<file path="config.mk">
export PLATFORM = sky130hd
export DESIGN_NAME = cpu_instruction_subset
export DESIGN_NICKNAME = d
export VERILOG_FILES = /design/src/shared/instr_subset_pkg.sv /design/src/hdl/bit_clear_unit.sv /design/src/hdl/cpu_instruction_subset.sv
export SDC_FILE = /design/constraint.sdc
export NUM_CORES = 1
export LEC_CHECK = 0
export ABC_AREA = 1
export BUFFER_PORTS_ARGS = -buffer_cell sky130_fd_sc_hd__buf_2
export CAP_MARGIN = 15
export CORE_MARGIN = 10
export CORE_UTILIZATION = 42
export DETAILED_ROUTE_END_ITERATION = 7
export PLACE_DENSITY_LB_ADDON = 0.3
export SLEW_MARGIN = 10
export SYNTH_ARGS = -nofsm -noshare
export SYNTH_HDL_FRONTEND = slang
export SYNTH_SLANG_ARGS = --single-unit
</file>
<file path="constraint.sdc">
create_clock -name clk -period 1 [get_ports clk]
set_input_delay 0.1 -clock clk [delete_from_list [all_inputs] [get_ports clk]]
set_output_delay 0.1 -clock clk [all_outputs]
set_load 0.1 [all_outputs]
</file>
<file path="src/shared/instr_subset_pkg.sv">
// Package with opcodes, widths and reset values for the instruction subset unit.
package instr_subset_pkg;
   localparam int DATA_W = 4;
   localparam int OP_W = 10;
   localparam int ADDR_W = 6;
   // Opcodes are decoded elsewhere; these codes select the operation here.
   localparam logic [2:0] OP_NONE = 3'h0;
   localparam logic [2:0] OP_OR_MEM = 3'h1;
   localparam logic [2:0] OP_ENTER_BACKUP = 3'h2;
   localparam logic [2:0] OP_BACKUP_ENABLE = 3'h3;
   localparam logic [2:0] OP_ROTATE_RIGHT = 3'h4;
   localparam logic [2:0] OP_CLEAR_BIT = 3'h5;
   localparam logic [2:0] OP_NO_OPERATION = 3'h6;
   localparam logic [DATA_W-1:0] ACC_RESET = 4'h0;
   localparam logic CARRY_RESET = 1'b0;
   localparam logic [1:0] BIT_SEL_LSB = 2'h0;
endpackage

</file>
<file path="src/hdl/bit_clear_unit.sv">
// Combinational unit that clears one selected bit of a memory word.
`timescale 1ns/100ps
`default_nettype none
module bit_clear_unit
   import instr_subset_pkg::*;
(
   input  wire logic [DATA_W-1:0] word_in,
   input  wire logic [1:0]        bit_sel,
   output logic      [DATA_W-1:0] word_out
);
   genvar g;
   generate
      for (g = 0; g < DATA_W; g++)
      begin : g_bit
         assign word_out[g] = (bit_sel == 2'(g)) ? 1'b0 : word_in[g];
      end
   endgenerate
endmodule
`default_nettype wire

</file>
<file path="src/hdl/cpu_instruction_subset.sv">
// Execution unit for OR, back-up entry, rotate right through carry and bit clear.
`timescale 1ns/100ps
`default_nettype none
module cpu_instruction_subset
   import instr_subset_pkg::*;
(
   input  wire logic              clk,
   input  wire logic              reset_n,
   input  wire logic              instr_valid,
   input  wire logic [2:0]        instr_op,
   input  wire logic [1:0]        bit_sel,
   input  wire logic [DATA_W-1:0] mem_rdata,
   input  wire logic              wake,
   output logic      [DATA_W-1:0] mem_wdata,
   output logic                   mem_we,
   output logic      [DATA_W-1:0] acc,
   output logic                   carry_flag,
   output logic                   backup_mode
);
   // Core run state; with two states a single bit is already a Gray sequence.
   typedef enum logic
   {
      STATE_RUN    = 1'b0,
      STATE_BACKUP = 1'b1
   } core_state_t;

   // Instruction strobes; nothing executes while the system sits in back-up state.
   logic              executing;
   logic              do_enter;
   logic              do_enable;
   logic              do_clear;
   logic              entry_armed;
   logic              in_backup;

   // Architectural state and registered memory write port.
   core_state_t       state_q;
   logic [DATA_W-1:0] acc_q;
   logic              carry_q;
   logic              enable_seen_q;
   logic [DATA_W-1:0] mem_wdata_q;
   logic              mem_we_q;

   // Operation results, formed beside the registers that take them.
   logic [DATA_W-1:0] or_word;
   logic [DATA_W-1:0] rotated_acc;
   logic              rotated_carry;
   logic [DATA_W-1:0] cleared_word;

   bit_clear_unit u_clear (
      .word_in  (mem_rdata),
      .bit_sel  (bit_sel),
      .word_out (cleared_word)
   );

   assign in_backup = (state_q == STATE_BACKUP);
   assign executing = instr_valid && !in_backup;
   assign do_enter  = executing && (instr_op == OP_ENTER_BACKUP);
   assign do_enable = executing && (instr_op == OP_BACKUP_ENABLE);
   assign do_clear  = executing && (instr_op == OP_CLEAR_BIT);

   // An entry instruction without the enabling one just before it is a no-op.
   assign entry_armed = do_enter && enable_seen_q;

   assign or_word = acc_q | mem_rdata;

   // The accumulator and the carry form a five-bit ring that turns one place right.
   // The old carry enters the top bit and bit 0 falls out into the carry.
   genvar r;
   generate
      for (r = 0; r < DATA_W; r++)
      begin : g_rotate
         if (r == DATA_W - 1)
         begin : g_top
            assign rotated_acc[r] = carry_q;
         end
         else
         begin : g_low
            assign rotated_acc[r] = acc_q[r + 1];
         end
      end
   endgenerate
   assign rotated_carry = acc_q[0];

   // Accumulator: only OR and rotate write it; every other code leaves it as it is.
   always_ff @(posedge clk or negedge reset_n)
   begin
      if (!reset_n)
      begin
         acc_q <= ACC_RESET;
      end
      else if (executing)
      begin
         case (instr_op)
            OP_OR_MEM:
            begin
               acc_q <= or_word;
            end
            OP_ROTATE_RIGHT:
            begin
               acc_q <= rotated_acc;
            end
            OP_ENTER_BACKUP, OP_BACKUP_ENABLE, OP_NO_OPERATION:
            begin
               acc_q <= acc_q;
            end
            default:
            begin
               acc_q <= acc_q;
            end
         endcase
      end
   end

   // Carry: moved only by the rotate; OR, entry and bit clear leave it unchanged.
   always_ff @(posedge clk or negedge reset_n)
   begin
      if (!reset_n)
      begin
         carry_q <= CARRY_RESET;
      end
      else if (executing)
      begin
         case (instr_op)
            OP_ROTATE_RIGHT:
            begin
               carry_q <= rotated_carry;
            end
            OP_OR_MEM, OP_ENTER_BACKUP, OP_CLEAR_BIT:
            begin
               carry_q <= carry_q;
            end
            default:
            begin
               carry_q <= carry_q;
            end
         endcase
      end
   end

   // Arming for back-up entry: set by the enabling instruction, dropped by any
   // other executed one; cycles without an instruction keep it.
   always_ff @(posedge clk or negedge reset_n)
   begin
      if (!reset_n)
      begin
         enable_seen_q <= 1'b0;
      end
      else if (executing)
      begin
         enable_seen_q <= do_enable;
      end
   end

   // Back-up state: entered by an armed entry instruction, left only by wake.
   always_ff @(posedge clk or negedge reset_n)
   begin
      if (!reset_n)
      begin
         state_q <= STATE_RUN;
      end
      else
      begin
         case (state_q)
            STATE_RUN:
            begin
               if (entry_armed)
               begin
                  state_q <= STATE_BACKUP;
               end
            end
            STATE_BACKUP:
            begin
               if (wake)
               begin
                  state_q <= STATE_RUN;
               end
            end
            default:
            begin
               state_q <= STATE_RUN;
            end
         endcase
      end
   end

   // Write strobe: a one-cycle pulse in the cycle after a bit clear instruction.
   always_ff @(posedge clk or negedge reset_n)
   begin
      if (!reset_n)
      begin
         mem_we_q <= 1'b0;
      end
      else
      begin
         mem_we_q <= do_clear;
      end
   end

   // Write data: the addressed word with the selected bit cleared, held until the next clear.
   always_ff @(posedge clk or negedge reset_n)
   begin
      if (!reset_n)
      begin
         mem_wdata_q <= ACC_RESET;
      end
      else if (do_clear)
      begin
         mem_wdata_q <= cleared_word;
      end
   end

   // Outputs come straight from the registers so the core sees no decode glitches.
   assign acc         = acc_q;
   assign carry_flag  = carry_q;
   assign backup_mode = in_backup;
   assign mem_wdata   = mem_wdata_q;
   assign mem_we      = mem_we_q;
endmodule
`default_nettype wire

</file>
==> results.ini <==
[run_status]
violations = setup timing
status = finished with violations

[clock_network]
cts.clk_slew.worst_paths_ns = 0.08
clk_latency_ns = 0.28
cts_sinks = 12
numCtsBuffers = 3
clockBufferDepth = 2
cts_root_buf = clkbuf_4
cts_tree = done
h-tree-depth = 1

[pwr]
power.leakage_nw = 0.596
power_density_nw_per_um2 = 2140
finalPower_mw = 2.69
peakVddDrop_mv = 1.66

[global_route]
grt_use_total = 0.106
antenna_found_initial = 0
grt_pass1_wl_um = 2900
overflow = 0
grt_pass1_vias = 655
grt_max_degree = 13

[timing]
fin_crit_sh = 1.19
setup_violations = 17
timing.final.max_slew_violations = 0
slew_headroom = 0.806
rsz0062_at_grt = true
finalWorstSetupSlack_ns = -0.186
fin_crit_ns = 1.19
clock_skew_ns = 0.00865
max_freq_ghz = 0.843
hold_viol_final = 0
worst_pin_slew_ns = 0.292

[worst_setup_path]
cp_max_fo = 7
worst_setup_path_end_kind = register
r2r_setup_slack_ns = -0.19
crit_required_ns = 1.17
cpPeakStageDelay_ns = 0.50
cp-start-kind = register
crit_type = reg -> reg
cp.arrival_ns = 1.36
crit_chain = nor2_4, buf_12, nand3_4, nand3_1, nand2_1
crit_slowest_cell = dfrtp_4

[floorplanning]
rows = 14
start_util = 0.439
dieWidth_um = 59.2
dieHeight_um = 59.2
die-area_um2 = 3510
core_um2 = 1470
boundaryPins = 24

[logic_synthesis]
synth.avg_cell_area_um2 = 8.38
synth_cells = 77
synth.ff_latch_count = 12
syn-num-nets = 90
yosysSeqAreaShare = 0.465
synth_cell_type_count = 16
syn_area_um2 = 646
ys_warn_count = 0

[place]
port_buffers = 23
post-dp-hpwl_um = 1260
globalplace.congestion = 0.947
place_area_um2 = 1000

[route]
drcViolationCount = 0
drt_iter0_markers = 13
viasPerCell = 5.11
dr.pass1.iters = 4
wl_per_cell_um = 14.9
vias = 710
drt_wl_total_um = 2070
drtAntennaViolNets = 0

[final_layout]
final_area_um2 = 1250
drive_gt1_frac = 0.602
area_growth_pct = 94.2
nets = 137
antennaDiodeCount = 0

[min_path]
hold_class = in -> reg

[job]
cap_violations = 0

## what timing repair did
action                     CTS  global route
cloned                       0             1
hold buffers                 1             1
hold endpoints to repair    12             1
buffers inserted             5             7
setup endpoints to repair   16            21
gates resized for setup      8            13
pin swaps                    3             6
## per-stage QoR
stage | cells | setup slack (ns) | setup TNS (ns) | hold WS, ns | utilization
5_1_grt | 139 | -0.234 | -3.21 | 0.104 | 0.852
3_5_place_dp | 120 | -0.129 | -0.828 | -0.00831 | 0.681
4_1_cts | 130 | -0.157 | -1.77 | 0.00941 | 0.755
6_report | 139 | -0.186 | -2.46 | 0.0905 | 0.852
3_3_place_gp | 120 | -0.0820 | -0.503 | -0.00659 | 0.681
2_1_floorplan | 77 | -0.221 | -2.28 | -0.196 | -
## worst paths after layout
| path | to | from | depth (start not counted) |
|---|---|---|---|
| max | acc[2] | backup_mode | 5 |
| min | mem_wdata[3] | mem_rdata[3] | 3 |
| max reg2reg | acc[2] | backup_mode | 5 |
| min reg2reg | enable_seen_q | enable_seen_q | 2 |
| max in group asynchronous | acc[3] | reset_n | 2 |
| min in group asynchronous | mem_wdata[2] | reset_n | 2 |
## sequential cells by signal (all words and copies together), names as in the netlist
register / count
acc: 4
mem_wdata: 4
backup_mode: 1
carry_flag: 1
enable_seen_q: 1
mem_we: 1
## layer usage
metal / GRT usage / wire length (um) / part of all wire
met5: 0 / 0 / 0
met4: 0.0295 / 38 / 0.018
met3: 0.0644 / 137 / 0.066
met2: 0.177 / 1090 / 0.53
met1: 0.107 / 798 / 0.39
## final cells by class
class / instances / area [um2]
clock buffers: 4 / 36.3
fillers: 73 / 218
inverters: 8 / 30.0
multi-input cells: 57 / 384
flip-flops and latches: 12 / 320
well taps: 16 / 20.0
repair buffers: 42 / 463
## worst max-delay path: cells and delay by family (launching register included)
family	cells	cell delay, ns
DFF	1	0.50
and+or+nand+nor	4	0.45
buffers and inverters	1	0.13
## placed cells by master (no fill, tap or decap), drive strengths merged
| master | count |
|---|---|
| buf | 40 |
| nand2 | 24 |
| nand3 | 13 |
| dfrtp | 12 |
| o21ai | 11 |
| inv | 8 |
| or2 | 4 |
| clkbuf | 4 |
| nor2 | 4 |
| dlygate4sd3 | 2 |
| o22ai | 1 |
## cells by family after synthesis
family                 count (synthesis)  synth area share
and+or+nand+nor                       44             0.376
DFF                                   12             0.465
AOI/OAI and AO/OA                     12            0.0950
buffers and inverters                  9            0.0640
## power breakdown
| group | internal, mW | switching, mW | leakage (nW) |
|---|---|---|---|
| logic | 0.656 | 0.960 | 0.428 |
| clock network | 0.222 | 0.164 | 0.0210 |
| registers | 0.605 | 0.0803 | 0.147 |
| total | 1.48 | 1.20 | 0.596 |
## cell usage after synthesis
master	instances	area, um2
nand2_1	22	82.6
dfrtp_1	12	300
nand3_1	9	45.0
inv_1	7	26.3
o21ai_0	6	30.0
o21ai_1	5	25.0
or2_2	4	25.0
nand2_2	2	12.5
nand3_4	2	35.0
nor2_4	2	22.5
buf_6	1	11.3
inv_2	1	3.75
nand3_2	1	10.0
nor2_1	1	3.75
nor2_2	1	6.26
o22ai_1	1	6.26
No activity file was read; power rests on OpenSTA's default activity.
